===== config.mk =====
export PLATFORM = sky130hd
export DESIGN_NAME = pwmt_channel
export DESIGN_NICKNAME = d
export VERILOG_FILES = /design/src/design/pwmt_channel.v /design/src/design/pwmt_prescaler.v
export VERILOG_INCLUDE_DIRS = /design/src /design/src/design
export SDC_FILE = /design/constraint.sdc
export NUM_CORES = 1
export LEC_CHECK = 0
export BUFFER_PORTS_ARGS = -buffer_cell sky130_fd_sc_hd__buf_2
export CORE_AREA = 2 2 99 101
export DETAILED_ROUTE_END_ITERATION = 12
export DIE_AREA = 0 0 101 103
export GPL_TIMING_DRIVEN = 0
export HOLD_SLACK_MARGIN = 0.1
export PLACE_DENSITY = 0.67
export SKIP_LAST_GASP = 1
export SYNTH_ARGS = -nofsm -noshare
export SYNTH_HDL_FRONTEND = slang
export SYNTH_HIERARCHICAL = 1
export SYNTH_SLANG_ARGS = --single-unit

===== constraint.sdc =====
create_clock -name core_clk -period 2.3 [get_ports core_clk]
set_clock_uncertainty 0.05 [all_clocks]
set_input_delay 0.115 -clock core_clk [delete_from_list [all_inputs] [get_ports core_clk]]
set_output_delay 0.115 -clock core_clk [all_outputs]
set_load 0.01 [all_outputs]

===== src/design/pwmt_regs.vh =====
/*
 * register map, field positions, reset values and fixed encodings of
 * one pwm timer channel.
 * assumes a 16-bit register port addressed at the printed byte offsets.
 */
`ifndef PWMT_REGS_VH
`define PWMT_REGS_VH

// ****************************************************************
// register offsets
// ****************************************************************
`define PWMT_OFS_CLOCK_CTRL     16'h5068
`define PWMT_OFS_COUNTER_CTRL   16'h5400
`define PWMT_OFS_COUNTER_VALUE  16'h5402
`define PWMT_OFS_CCAP_CTRL      16'h5404

// ****************************************************************
// count_clock_control fields
// ****************************************************************
`define PWMT_CLK_DIV_MSB        7
`define PWMT_CLK_DIV_LSB        4
`define PWMT_CLK_SRC_MSB        3
`define PWMT_CLK_SRC_LSB        2
`define PWMT_CLK_EN_BIT         0
`define PWMT_CLOCK_CTRL_RESET   8'h00

// ****************************************************************
// counter_control fields
// ****************************************************************
`define PWMT_CTL_HCM_BIT        6
`define PWMT_CTL_CBUF_BIT       3
`define PWMT_CTL_ONESHOT_BIT    2
`define PWMT_CTL_CRESET_BIT     1
`define PWMT_CTL_RUN_BIT        0
`define PWMT_COUNTER_CTRL_RESET 16'h0000
`define PWMT_COUNTER_RESET      16'h0000

// ****************************************************************
// compare_capture_control fields
// ****************************************************************
`define PWMT_CCB_TRG_MSB        15
`define PWMT_CCB_TRG_LSB        14
`define PWMT_OUTB_MD_MSB        13
`define PWMT_OUTB_MD_LSB        12
`define PWMT_CCAP_CTRL_RESET    16'h0000

// ****************************************************************
// encodings
// ****************************************************************
`define PWMT_SRC_FAST           2'h0
`define PWMT_SRC_SLOW           2'h1
`define PWMT_DIV_MAX_FAST       4'he
`define PWMT_DIV_MAX_SLOW       4'h8
`define PWMT_TRG_NONE           2'h0
`define PWMT_TRG_RISE           2'h1
`define PWMT_TRG_FALL           2'h2
`define PWMT_TRG_BOTH           2'h3
`define PWMT_OUTB_OFF           2'h0
`define PWMT_COUNTER_MAX        16'hffff

`endif


===== src/design/pwmt_channel.v =====
/*
 * one channel of a 16-bit pwm timer: count clock control, counter
 * control, counter value and the capture b / output b control field.
 * assumes a single-cycle register port on core_clk; slow oscillator and
 * capture pin arrive asynchronously and are synchronised here.
 */
// Chosen here: the strobed register port.
// Summary of operation
// - divide count clock by 4-bit selected ratio
// - half clock mode enable at bit 6
// - buffer enable d3, one-shot/repeat select d2
// - counter value readable, read-only, resets zero
// - capture b edge select at bits 15-14
`timescale 1ns/1ps
`default_nettype none
`include "pwmt_regs.vh"

module pwmt_channel #(
    parameter ADDR_W = 16,
    parameter DATA_W = 16
) (
    input  wire              core_clk,
    input  wire              rst_n,
    input  wire [ADDR_W-1:0] reg_addr,
    input  wire [DATA_W-1:0] reg_wdata,
    input  wire              reg_wr,
    input  wire              reg_rd,
    output reg  [DATA_W-1:0] reg_rdata_q,
    input  wire              slow_oscillator,
    input  wire              capture_b_in,
    output reg               capture_b_pulse_q,
    output reg  [15:0]       capture_b_value_q,
    output reg               timer_out_b_q,
    output reg               counter_wrap_q
);

// ****************************************************************
// register state
// ****************************************************************
reg  [3:0]  clock_divide_select_q;
reg  [1:0]  clock_source_select_q;
reg         count_clock_enable_q;
reg         half_clock_mode_q;
reg         compare_buffer_enable_q;
reg         oneshot_repeat_select_q;
reg         run_q;
reg  [15:0] counter_value_q;
reg  [1:0]  capture_b_edge_select_q;
reg  [1:0]  output_b_mode_select_q;
reg         half_phase_q;

// ****************************************************************
// reset words
// ****************************************************************
// fields are sliced from the header words so one edit moves both
localparam [7:0]  CLK_RST = `PWMT_CLOCK_CTRL_RESET;
localparam [15:0] CTL_RST = `PWMT_COUNTER_CTRL_RESET;

// ****************************************************************
// access decode
// ****************************************************************
wire wr_clk;
wire wr_ctl;
wire wr_ccc;

assign wr_clk = reg_wr & (reg_addr == `PWMT_OFS_CLOCK_CTRL);
assign wr_ctl = reg_wr & (reg_addr == `PWMT_OFS_COUNTER_CTRL);
assign wr_ccc = reg_wr & (reg_addr == `PWMT_OFS_CCAP_CTRL);

// ****************************************************************
// input synchronisers
// ****************************************************************
// only the second stage and the edge history are looked at
reg slow_s1_q;
reg slow_s2_q;
reg slow_s3_q;
reg cap_s1_q;
reg cap_s2_q;
reg cap_s3_q;

always @(posedge core_clk or negedge rst_n) begin
    if (!rst_n) begin
        slow_s1_q <= 1'b0;
        slow_s2_q <= 1'b0;
        slow_s3_q <= 1'b0;
        cap_s1_q  <= 1'b0;
        cap_s2_q  <= 1'b0;
        cap_s3_q  <= 1'b0;
    end else begin
        slow_s1_q <= slow_oscillator;
        slow_s2_q <= slow_s1_q;
        slow_s3_q <= slow_s2_q;
        cap_s1_q  <= capture_b_in;
        cap_s2_q  <= cap_s1_q;
        cap_s3_q  <= cap_s2_q;
    end
end

wire slow_tick;
wire cap_rise;
wire cap_fall;

// slow source must run well below core_clk/2 to be seen at all
assign slow_tick = slow_s2_q & ~slow_s3_q;
assign cap_rise  = cap_s2_q & ~cap_s3_q;
assign cap_fall  = ~cap_s2_q & cap_s3_q;

// ****************************************************************
// count clock prescaler
// ****************************************************************
wire div_tick;

pwmt_prescaler #(
    .CNT_W (14)
) u_prescaler (
    .core_clk  (core_clk),
    .rst_n     (rst_n),
    .enable    (count_clock_enable_q),
    .src_sel   (clock_source_select_q),
    .div_sel   (clock_divide_select_q),
    .slow_tick (slow_tick),
    .tick_q    (div_tick)
);

// ****************************************************************
// clock control register
// ****************************************************************
always @(posedge core_clk or negedge rst_n) begin
    if (!rst_n) begin
        clock_divide_select_q <= CLK_RST[`PWMT_CLK_DIV_MSB:`PWMT_CLK_DIV_LSB];
        clock_source_select_q <= CLK_RST[`PWMT_CLK_SRC_MSB:`PWMT_CLK_SRC_LSB];
        count_clock_enable_q  <= CLK_RST[`PWMT_CLK_EN_BIT];
    end else if (wr_clk) begin
        clock_divide_select_q <=
            reg_wdata[`PWMT_CLK_DIV_MSB:`PWMT_CLK_DIV_LSB];
        clock_source_select_q <=
            reg_wdata[`PWMT_CLK_SRC_MSB:`PWMT_CLK_SRC_LSB];
        count_clock_enable_q  <= reg_wdata[`PWMT_CLK_EN_BIT];
    end
end

// ****************************************************************
// counter control register
// ****************************************************************
wire advance;
wire at_max;
wire oneshot_end;
wire creset;

// half clock mode takes every second divided pulse
assign advance     = run_q & count_clock_enable_q & div_tick &
                     (~half_clock_mode_q | half_phase_q);
assign at_max      = (counter_value_q == `PWMT_COUNTER_MAX);
assign oneshot_end = advance & at_max & oneshot_repeat_select_q;
assign creset      = wr_ctl & reg_wdata[`PWMT_CTL_CRESET_BIT];

always @(posedge core_clk or negedge rst_n) begin
    if (!rst_n) begin
        half_clock_mode_q       <= CTL_RST[`PWMT_CTL_HCM_BIT];
        compare_buffer_enable_q <= CTL_RST[`PWMT_CTL_CBUF_BIT];
        oneshot_repeat_select_q <= CTL_RST[`PWMT_CTL_ONESHOT_BIT];
        run_q                   <= CTL_RST[`PWMT_CTL_RUN_BIT];
    end else begin
        if (wr_ctl) begin
            half_clock_mode_q       <=
                reg_wdata[`PWMT_CTL_HCM_BIT];
            compare_buffer_enable_q <=
                reg_wdata[`PWMT_CTL_CBUF_BIT];
            oneshot_repeat_select_q <=
                reg_wdata[`PWMT_CTL_ONESHOT_BIT];
        end
        // a software write outranks the one-shot stop
        if (wr_ctl) begin
            run_q <= reg_wdata[`PWMT_CTL_RUN_BIT];
        end else if (oneshot_end) begin
            run_q <= 1'b0;
        end
    end
end

// ****************************************************************
// counter
// ****************************************************************
always @(posedge core_clk or negedge rst_n) begin
    if (!rst_n) begin
        counter_value_q <= `PWMT_COUNTER_RESET;
        half_phase_q    <= 1'b0;
    end else begin
        if (creset) begin
            counter_value_q <= `PWMT_COUNTER_RESET;
        end else if (advance) begin
            counter_value_q <= counter_value_q + 16'h0001;
        end
        if (creset | ~half_clock_mode_q) begin
            half_phase_q <= 1'b0;
        end else if (run_q & count_clock_enable_q & div_tick) begin
            half_phase_q <= ~half_phase_q;
        end
    end
end

// ****************************************************************
// compare/capture control register
// ****************************************************************
always @(posedge core_clk or negedge rst_n) begin
    if (!rst_n) begin
        capture_b_edge_select_q <= `PWMT_TRG_NONE;
        output_b_mode_select_q  <= `PWMT_OUTB_OFF;
    end else if (wr_ccc) begin
        capture_b_edge_select_q <=
            reg_wdata[`PWMT_CCB_TRG_MSB:`PWMT_CCB_TRG_LSB];
        output_b_mode_select_q  <=
            reg_wdata[`PWMT_OUTB_MD_MSB:`PWMT_OUTB_MD_LSB];
    end
end

// ****************************************************************
// capture b and timer output b
// ****************************************************************
reg cap_hit;

always @* begin
    cap_hit = 1'b0;
    case (capture_b_edge_select_q)
        `PWMT_TRG_NONE: cap_hit = 1'b0;
        `PWMT_TRG_RISE: cap_hit = cap_rise;
        `PWMT_TRG_FALL: cap_hit = cap_fall;
        `PWMT_TRG_BOTH: cap_hit = cap_rise | cap_fall;
        default:        cap_hit = 1'b0;
    endcase
end

always @(posedge core_clk or negedge rst_n) begin
    if (!rst_n) begin
        capture_b_pulse_q <= 1'b0;
        capture_b_value_q <= `PWMT_COUNTER_RESET;
        timer_out_b_q     <= 1'b0;
        counter_wrap_q    <= 1'b0;
    end else begin
        capture_b_pulse_q <= cap_hit;
        if (cap_hit) begin
            capture_b_value_q <= counter_value_q;
        end
        counter_wrap_q <= advance & at_max;
        // compare data live outside; the wrap stands in as the toggle
        if (output_b_mode_select_q == `PWMT_OUTB_OFF) begin
            timer_out_b_q <= 1'b0;
        end else if (advance & at_max) begin
            timer_out_b_q <= ~timer_out_b_q;
        end
    end
end

// ****************************************************************
// read back
// ****************************************************************
reg [DATA_W-1:0] rdata_d;

always @* begin
    rdata_d = {DATA_W{1'b0}};
    case (reg_addr)
        `PWMT_OFS_CLOCK_CTRL: begin
            rdata_d[`PWMT_CLK_DIV_MSB:`PWMT_CLK_DIV_LSB] =
                clock_divide_select_q;
            rdata_d[`PWMT_CLK_SRC_MSB:`PWMT_CLK_SRC_LSB] =
                clock_source_select_q;
            rdata_d[`PWMT_CLK_EN_BIT] = count_clock_enable_q;
        end
        `PWMT_OFS_COUNTER_CTRL: begin
            rdata_d[`PWMT_CTL_HCM_BIT]     = half_clock_mode_q;
            rdata_d[`PWMT_CTL_CBUF_BIT]    = compare_buffer_enable_q;
            rdata_d[`PWMT_CTL_ONESHOT_BIT] = oneshot_repeat_select_q;
            rdata_d[`PWMT_CTL_RUN_BIT]     = run_q;
        end
        `PWMT_OFS_COUNTER_VALUE: begin
            rdata_d = counter_value_q;
        end
        `PWMT_OFS_CCAP_CTRL: begin
            rdata_d[`PWMT_CCB_TRG_MSB:`PWMT_CCB_TRG_LSB] =
                capture_b_edge_select_q;
            rdata_d[`PWMT_OUTB_MD_MSB:`PWMT_OUTB_MD_LSB] =
                output_b_mode_select_q;
        end
        default: begin
            rdata_d = {DATA_W{1'b0}};
        end
    endcase
end

// rdata holds zero outside the cycle after a read
always @(posedge core_clk or negedge rst_n) begin
    if (!rst_n) begin
        reg_rdata_q <= {DATA_W{1'b0}};
    end else if (reg_rd) begin
        reg_rdata_q <= rdata_d;
    end else begin
        reg_rdata_q <= {DATA_W{1'b0}};
    end
end

endmodule
`default_nettype wire


===== src/design/pwmt_prescaler.v =====
/*
 * count clock prescaler: picks a source tick and divides it by a
 * power of two from 1/1 to 1/16384.
 * assumes the slow source tick is already synchronised to core_clk.
 */
`timescale 1ns/1ps
`default_nettype none
`include "pwmt_regs.vh"

module pwmt_prescaler #(
    parameter CNT_W = 14
) (
    input  wire             core_clk,
    input  wire             rst_n,
    input  wire             enable,
    input  wire [1:0]       src_sel,
    input  wire [3:0]       div_sel,
    input  wire             slow_tick,
    output reg              tick_q
);

// ****************************************************************
// ratio decode
// ****************************************************************
function [CNT_W-1:0] div_mask;
    input [3:0] d;
    integer i;
    begin
        div_mask = {CNT_W{1'b0}};
        for (i = 0; i < CNT_W; i = i + 1) begin
            if (i < d) begin
                div_mask[i] = 1'b1;
            end
        end
    end
endfunction

reg  [CNT_W-1:0] cnt_q;
wire             src_tick;
wire             div_ok;
wire [CNT_W-1:0] mask;

assign src_tick = (src_sel == `PWMT_SRC_FAST) ? 1'b1 :
                  (src_sel == `PWMT_SRC_SLOW) ? slow_tick : 1'b0;
// slow source stops above 1/256, undefined ratios give no ticks
assign div_ok   = (src_sel == `PWMT_SRC_FAST) ?
                      (div_sel <= `PWMT_DIV_MAX_FAST) :
                  (src_sel == `PWMT_SRC_SLOW) ?
                      (div_sel <= `PWMT_DIV_MAX_SLOW) : 1'b0;
assign mask     = div_mask(div_sel);

// ****************************************************************
// divider
// ****************************************************************
always @(posedge core_clk or negedge rst_n) begin
    if (!rst_n) begin
        cnt_q  <= {CNT_W{1'b0}};
        tick_q <= 1'b0;
    end else begin
        if (!enable) begin
            cnt_q <= {CNT_W{1'b0}};
        end else if (src_tick) begin
            cnt_q <= cnt_q + {{(CNT_W-1){1'b0}}, 1'b1};
        end
        tick_q <= enable & src_tick & div_ok &
                  ((cnt_q & mask) == mask);
    end
end

endmodule
`default_nettype wire


# ---- After elaboration in Yosys (flattened, before gate mapping)
# Index checks and enable logic that the tools add are counted.
dict set report op_classes {
  eq_ne 11
  n_shift 0
  reduce_logical 7
  muxes 38
  n_addsub 2
  order_cmp 16
  bitwise_logic 25
  multipliers 0
  n_div 0
}
# op n
set ops {}
lappend ops {{$eq A16 B15 Y1 const B} 4}
lappend ops {{$mux W16} 3}
lappend ops {{$mux W14} 2}
lappend ops {{$mux W1} 25}
lappend ops {{$lt A4 B4 Y1 const A} 6}
lappend ops {{$add A16 B1 Y16 const B} 1}
lappend ops {{$eq A16 B16 Y1 const B} 1}
lappend ops {{$lt A3 B4 Y1 const A} 4}
lappend ops {{$and A1 B1 Y1} 15}
lappend ops {{$add A14 B1 Y14 const B} 1}
lappend ops {{$and A14 B14 Y14} 1}
lappend ops {{$eq A14 B14 Y1} 1}
lappend ops {{$le A4 B4 Y1 const B} 2}
lappend ops {{$lt A1 B4 Y1 const A} 2}
lappend ops {{$lt A2 B4 Y1 const A} 2}
lappend ops {{$pmux W4 S2} 1}
lappend ops {{$reduce_bool A2 Y1} 4}
lappend ops {{$logic_not A2 Y1} 3}
lappend ops {{$not A1 Y1} 6}
lappend ops {{$pmux W1 S3} 2}
lappend ops {{$pmux W2 S3} 1}
lappend ops {{$eq A2 B1 Y1 const B} 2}
lappend ops {{$eq A2 B2 Y1 const B} 2}
lappend ops {{$mux W4} 1}
lappend ops {{other kinds (5)} 7}
dict set report totals {
  rom_bits 0
  wordCells 123
  in_bits 38
  ram_bits 0
  latch_bits 0
  memories 0
  regBits 88
}

# ---- Logic depth before layout (Yosys ltp)
dict set report logic_depth {
  ltp_word 7
  mapped_depth 7
}

# ---- Hierarchy
# Netlist, hierarchy kept.
# mod area_per_inst_um2 cells_each seq_area_each_um2 instances
set modules_own_cells {}
lappend modules_own_cells {pwmt_channel 3134.3 251 1826.8 1}
lappend modules_own_cells {pwmt_prescaler 970.9 108 375.4 1}

# ---- Worst setup path after synthesis
# No wires, ideal clock.
dict set report synth_timing {
  kind {reg2reg}
  from {register cap_s2_q}
  to {register capture_b_value_q[10]}
  path_stages_with_launch 7
  slack_ns 0.332
  required_time_ns 2.125
  period_less_slack_ns 1.968
  t_arrival_ns 1.793
  path_cell_list {dfrtp_1 -> inv_1 -> ha_1 -> a21oi_1 -> a21oi_1 -> buf_2 -> mux2_2}
}
dict set report synth_via {
  elab_chain_cells 4
}
# item line
set synth_rtl {}
lappend synth_rtl {{start: declaration} pwmt_channel.v:78} ;# reg cap_s2_q;
lappend synth_rtl {{start signal: assignment} pwmt_channel.v:94} ;# cap_s2_q <= cap_s1_q;
lappend synth_rtl {{$not A1 Y1} pwmt_channel.v:106} ;# assign cap_fall = ~cap_s2_q & cap_s3_q;
lappend synth_rtl {{$and A1 B1 Y1} pwmt_channel.v:106}
lappend synth_rtl {{$or A1 B1 Y1} pwmt_channel.v:228} ;# `PWMT_TRG_BOTH: cap_hit = cap_rise | cap_fall;
lappend synth_rtl {{$pmux W1 S4 (*)} pwmt_channel.v:224} ;# case (capture_b_edge_select_q)
lappend synth_rtl {{end signal: assignment} pwmt_channel.v:236} ;# capture_b_value_q <= `PWMT_COUNTER_RESET;
lappend synth_rtl {{end signal: assignment} pwmt_channel.v:242} ;# capture_b_value_q <= counter_value_q;
lappend synth_rtl {{end: declaration} pwmt_channel.v:32} ;# output reg [15:0] capture_b_value_q,
# Every way passes the cells marked *; elsewhere a longest branch is shown, timed or not.
# A chain may end at the register's enable or synchronous reset.

# ---- Worst setup path after layout
dict set report layout_timing {
  from {register slow_s3_q}
  to {register u_prescaler.cnt_q[12]}
}
dict set report layout_via {
  elab_chain_cells 5
}
# item line
set layout_rtl {}
lappend layout_rtl {{start: declaration} pwmt_channel.v:76} ;# reg slow_s3_q;
lappend layout_rtl {{start signal: assignment} pwmt_channel.v:92} ;# slow_s3_q <= slow_s2_q;
lappend layout_rtl {{$not A1 Y1} pwmt_channel.v:104} ;# assign slow_tick = slow_s2_q & ~slow_s3_q;
lappend layout_rtl {{$and A1 B1 Y1} pwmt_channel.v:104}
lappend layout_rtl {{via slow_tick} pwmt_channel.v:99} ;# wire slow_tick;
lappend layout_rtl {{$mux W1} pwmt_prescaler.v:44} ;# (src_sel == `PWMT_SRC_SLOW) ? slow_tick : 1'b0;
lappend layout_rtl {{$mux W1} pwmt_prescaler.v:43} ;# assign src_tick = (src_sel == `PWMT_SRC_FAST) ? 1'b1 :
lappend layout_rtl {{$ne A2 B1 Y1 (no line)} -}
lappend layout_rtl {{end signal: assignment} pwmt_prescaler.v:57} ;# cnt_q <= {CNT_W{1'b0}};
lappend layout_rtl {{end signal: assignment} pwmt_prescaler.v:61} ;# cnt_q <= {CNT_W{1'b0}};
lappend layout_rtl {{end signal: assignment} pwmt_prescaler.v:63} ;# cnt_q <= cnt_q + {{(CNT_W-1){1'b0}}, 1'b1};
lappend layout_rtl {{end: declaration} pwmt_prescaler.v:38} ;# reg [CNT_W-1:0] cnt_q;
# The timed path passes the listed nets, and every way through them passes these cells.

==> results.sh <==
export IMPL_p_sw_mw=0.595
export IMPL_ys_ff_latch=88
export IMPL_min_period_over_period_pct=89.0
export IMPL_nFillCells=856
export IMPL_async_flop_share_pct=100
export IMPL_num_vias=3133
export IMPL_critPathMaxFanout=8
export IMPL_overflow=0
export IMPL_dr_pass1_iters=4
export IMPL_synth_edf_count=0
export IMPL_crit_family="simple AND/OR/NAND/NOR gates"
export IMPL_power_density_mw_per_mm2=529
export IMPL_power_frac_comb_pct=4.4
export IMPL_drive_gt1_share_pct=28.4
export IMPL_nNetsFinal=495
export IMPL_clockBufferDepth=2
export IMPL_die_area_sq_mm=0.0104
export IMPL_clkLatencyLatePin_ns=0.35
export IMPL_antenna_cells=0
export IMPL_report_final_hold_viol_count=0
export IMPL_start_util_pct=43.4
export IMPL_synth_flop_cell="dfrtp_1"
export IMPL_relSlewSlack_pct=53.0
export IMPL_cp_depth=7
export IMPL_critPathRequiredTime_ns=2.53
export IMPL_r2r_slack_ns=0.25
export IMPL_synth_area_top_cells="dfrtp_1, mux2_2, mux2i_1"
export IMPL_p_clk_share_pct=36.2
export IMPL_clock_fmax_ghz=0.488
export IMPL_drc=0
export IMPL_min_path_cells=4
export IMPL_die_height_microns=103
export IMPL_setup_viol=0
export IMPL_p_leak_nw=2.36
export IMPL_post_dp_cell_area_sq_mm=0.00461
export IMPL_cp_arrival_ns=2.27
export IMPL_tightest_slew_ns=0.698
export IMPL_synth_net_count=401
export IMPL_syn_to_final_growth_pct=20.5
export IMPL_cts_tree="done"
export IMPL_ys_warn_count=6
export IMPL_path_class="flip-flop to flip-flop"
export IMPL_dp_cells=541
export IMPL_syn_area_sq_mm=0.00411
export IMPL_internal_power_mw=2.02
export IMPL_p_sw_share_pct=22.7
export IMPL_cts_root_buf="clkbuf_8"
export IMPL_row_count=36
export IMPL_postCtsSetupBuffers=0
export IMPL_fin_cells=572
export IMPL_viasPerCell=5.48
export IMPL_grt_pass1_vias=3135
export IMPL_yosys_area_top_type="dfrtp_1"
export IMPL_syn_inst=359
export IMPL_cap_violations=0
export IMPL_antenna_found_initial=0
export IMPL_ant_nets=0
export IMPL_cts_made_buffers=9
export IMPL_finalMaxSlewViolations=0
export IMPL_cp_slowest_cell="or4b_1"
export IMPL_clkSlewWorstSetupHoldPaths_ns=0.09
export IMPL_end_kind="flip-flop"
export IMPL_synth_cell_types=53
export IMPL_core_sq_mm=0.00946
export IMPL_p_seq_share_pct=59.4
export IMPL_die_x_microns=101
export IMPL_p_total_mw=2.62
export IMPL_clock_sinks=88
export IMPL_routed_wl_microns=8690
export IMPL_tns_ns=0
export IMPL_vdd_drop_max_uv=242
export IMPL_gp_congestion=0.871
export IMPL_port_buffer_count=67
export IMPL_path_cells="nor2b_1 -> nor2b_4 -> buf_6 -> or4b_1 -> buf_2 -> or3_1 -> a21boi_1"
export IMPL_grt_usage_pct=18.2
export IMPL_grt_pass1_wl_microns=15000
export IMPL_grt_start_max_net_pins=54
export IMPL_synth_area_per_cell_sq_um=11.4
export IMPL_cts_htree_levels=3
export IMPL_rsz0062_at_grt="no"
export IMPL_drtIter0Drc=91
export IMPL_period_minus_slack_ns=2.05
export IMPL_timing_critical_path_buf_inv=2
export IMPL_seq_area_frac_synth_pct=53.6
export IMPL_slowest_delay_ns=0.50
export IMPL_netlist_area_leader_share_pct=53.6
export IMPL_start_kind="flip-flop"
export IMPL_pin_count=73
export IMPL_reg2reg_depth=7
export IMPL_wl_per_cell_microns=15.2
export IMPL_outcome="complete, no violations"
export IMPL_post_dp_hpwl_microns=6310
export IMPL_stdcell_area_sq_mm=0.00495
export IMPL_hold_path_class="input pin to flip-flop"
-- layout by cell type, fill, tap and decap left out, types with 6 or more instances in the layout --
| cell | synthesis | routed |
|---|---|---|
| a22oi_1 | 6 | 6 |
| nor4_1 | 6 | 6 |
| buf_2 | 4 | 70 |
| xnor2_1 | 6 | 6 |
| or4_1 | 9 | 9 |
| inv_1 | 11 | 11 |
| nand2b_1 | 6 | 6 |
| xor2_1 | 7 | 7 |
| nand3_1 | 12 | 12 |
| dlygate4sd3_1 | 0 | 15 |
| dfrtp_1 | 88 | 88 |
| mux2_2 | 30 | 30 |
| a21oi_1 | 15 | 14 |
| nand4_1 | 7 | 7 |
| nand2_1 | 22 | 22 |
| o31ai_1 | 8 | 8 |
| clkbuf_8 | 0 | 10 |
| and2_1 | 12 | 12 |
| nor2b_1 | 7 | 7 |
| clkbuf_1 | 7 | 8 |
| o21ai_0 | 11 | 11 |
| mux2i_1 | 9 | 9 |
| nor2_1 | 15 | 15 |
-- kinds of logic (layout without fill, tap and decap cells) --
kind of cell    after synthesis  after routing  share of synthesized area [%]
compound gates               58             58                           9.33
xor+xnor                     13             13                           2.77
fa+ha+maj                     4              4                           1.22
buf+inv                      24            123                           2.50
flops                        88             88                           53.6
mux                          39             39                           10.4
simple gates                133            133                           20.1
-- cell usage after synthesis (2+ instances only) --
cell type	count
dfrtp_1	88
nand3_1	12
nand2b_1	6
ha_1	4
buf_2	4
nor2_1	15
and4_1	5
mux2_2	30
nor3_1	4
mux2i_1	9
o21bai_1	4
o21ai_0	11
a21oi_1	15
xnor2_1	6
nand4_1	7
clkbuf_1	7
a21boi_1	2
nand3b_1	2
or4_1	9
nor3b_1	2
nor2b_1	7
nor4_1	6
a22oi_1	6
inv_1	11
or3_1	4
nor4b_1	4
o2bb2ai_1	5
a22o_1	3
and2_1	12
o31ai_1	8
nand2_1	22
nor4_2	2
xor2_1	7
-- cell type report --
class	count	area [sq um]	share of cell area, %
buffer	13	61.3	1.24
clock buffer	11	141	2.86
clock inverter	5	32.5	0.657
inverter	11	41.3	0.834
multi-input combinational	247	1810	36.6
sequential	88	2200	44.5
tap	114	143	2.88
timing repair buffer	83	515	10.4
-- power by group through the flow --
| stage | combinational [mW] | sequential, mW | clock (mW) |
|---|---|---|---|
| after floorplan | 0.0211 | 1.59 | 0 |
| after global placement | 0.0883 | 1.59 | 0 |
| after detailed placement | 0.0981 | 1.59 | 0 |
| after CTS | 0.118 | 1.56 | 0.997 |
| after global routing | 0.130 | 1.56 | 1.05 |
| final | 0.115 | 1.56 | 0.949 |
-- layer usage --
metal | up-vias | track usage, % | share of wire [%]
met3 | 8 | 2.85 | 2.9
met2 | 57 | 32.0 | 52
met5 | - | 0 | 0
met1 | 1579 | 22.7 | 44
li1 | 1489 | - | -
met4 | 0 | 6.96 | 1.1
-- metrics by stage --
step	setup slack (ns)	hold WS, ns	utilization (%)
global placement	-0.161	0.173	48.5
detailed placement	-0.282	0.0523	48.8
finish	0.252	0.123	52.3
global route	0.121	0.120	52.3
CTS	0.0675	0.113	52.2
floorplan	0.332	-0.231	-
-- final timing paths --
kind / from / end
max in group asynchronous: rst_n / u_prescaler/cnt_q[4]
worst max register to register: slow_s3_q / u_prescaler/cnt_q[12]
min in group asynchronous: rst_n / capture_b_pulse_q
worst min register to register: cap_s1_q / cap_s2_q
worst min-delay path: reg_wdata[1] / counter_value_q[7]
worst max-delay path: slow_s3_q / u_prescaler/cnt_q[12]
-- worst reg2reg max path: cells and delay by family, from the launching register on --
kind / cells / cell delay, ns
AO/OA/AOI/OAI: 1 / 0.16
buffers and inverters: 2 / 0.30
AND/OR/NAND/NOR: 4 / 1.10
flip-flops: 1 / 0.37
-- sequential cells by signal, summed over array words and instances, names as in the netlist, 2 cells and up --
register and flops:
clock_source_select_q 2, clock_divide_select_q 4, u_prescaler/cnt_q 14, output_b_mode_select_q 2, capture_b_edge_select_q 2, counter_value_q 16, reg_rdata_q 16, capture_b_value_q 16
-- timing repair --
item | CTS | global route
gates resized for setup | 1 | 1
endpoints found under the hold margin | 109 | 0
setup endpoints to repair | 9 | 2
cloned | 0 | 0
hold buffers | 15 | 0
No activity file was read; power rests on OpenSTA's default activity.
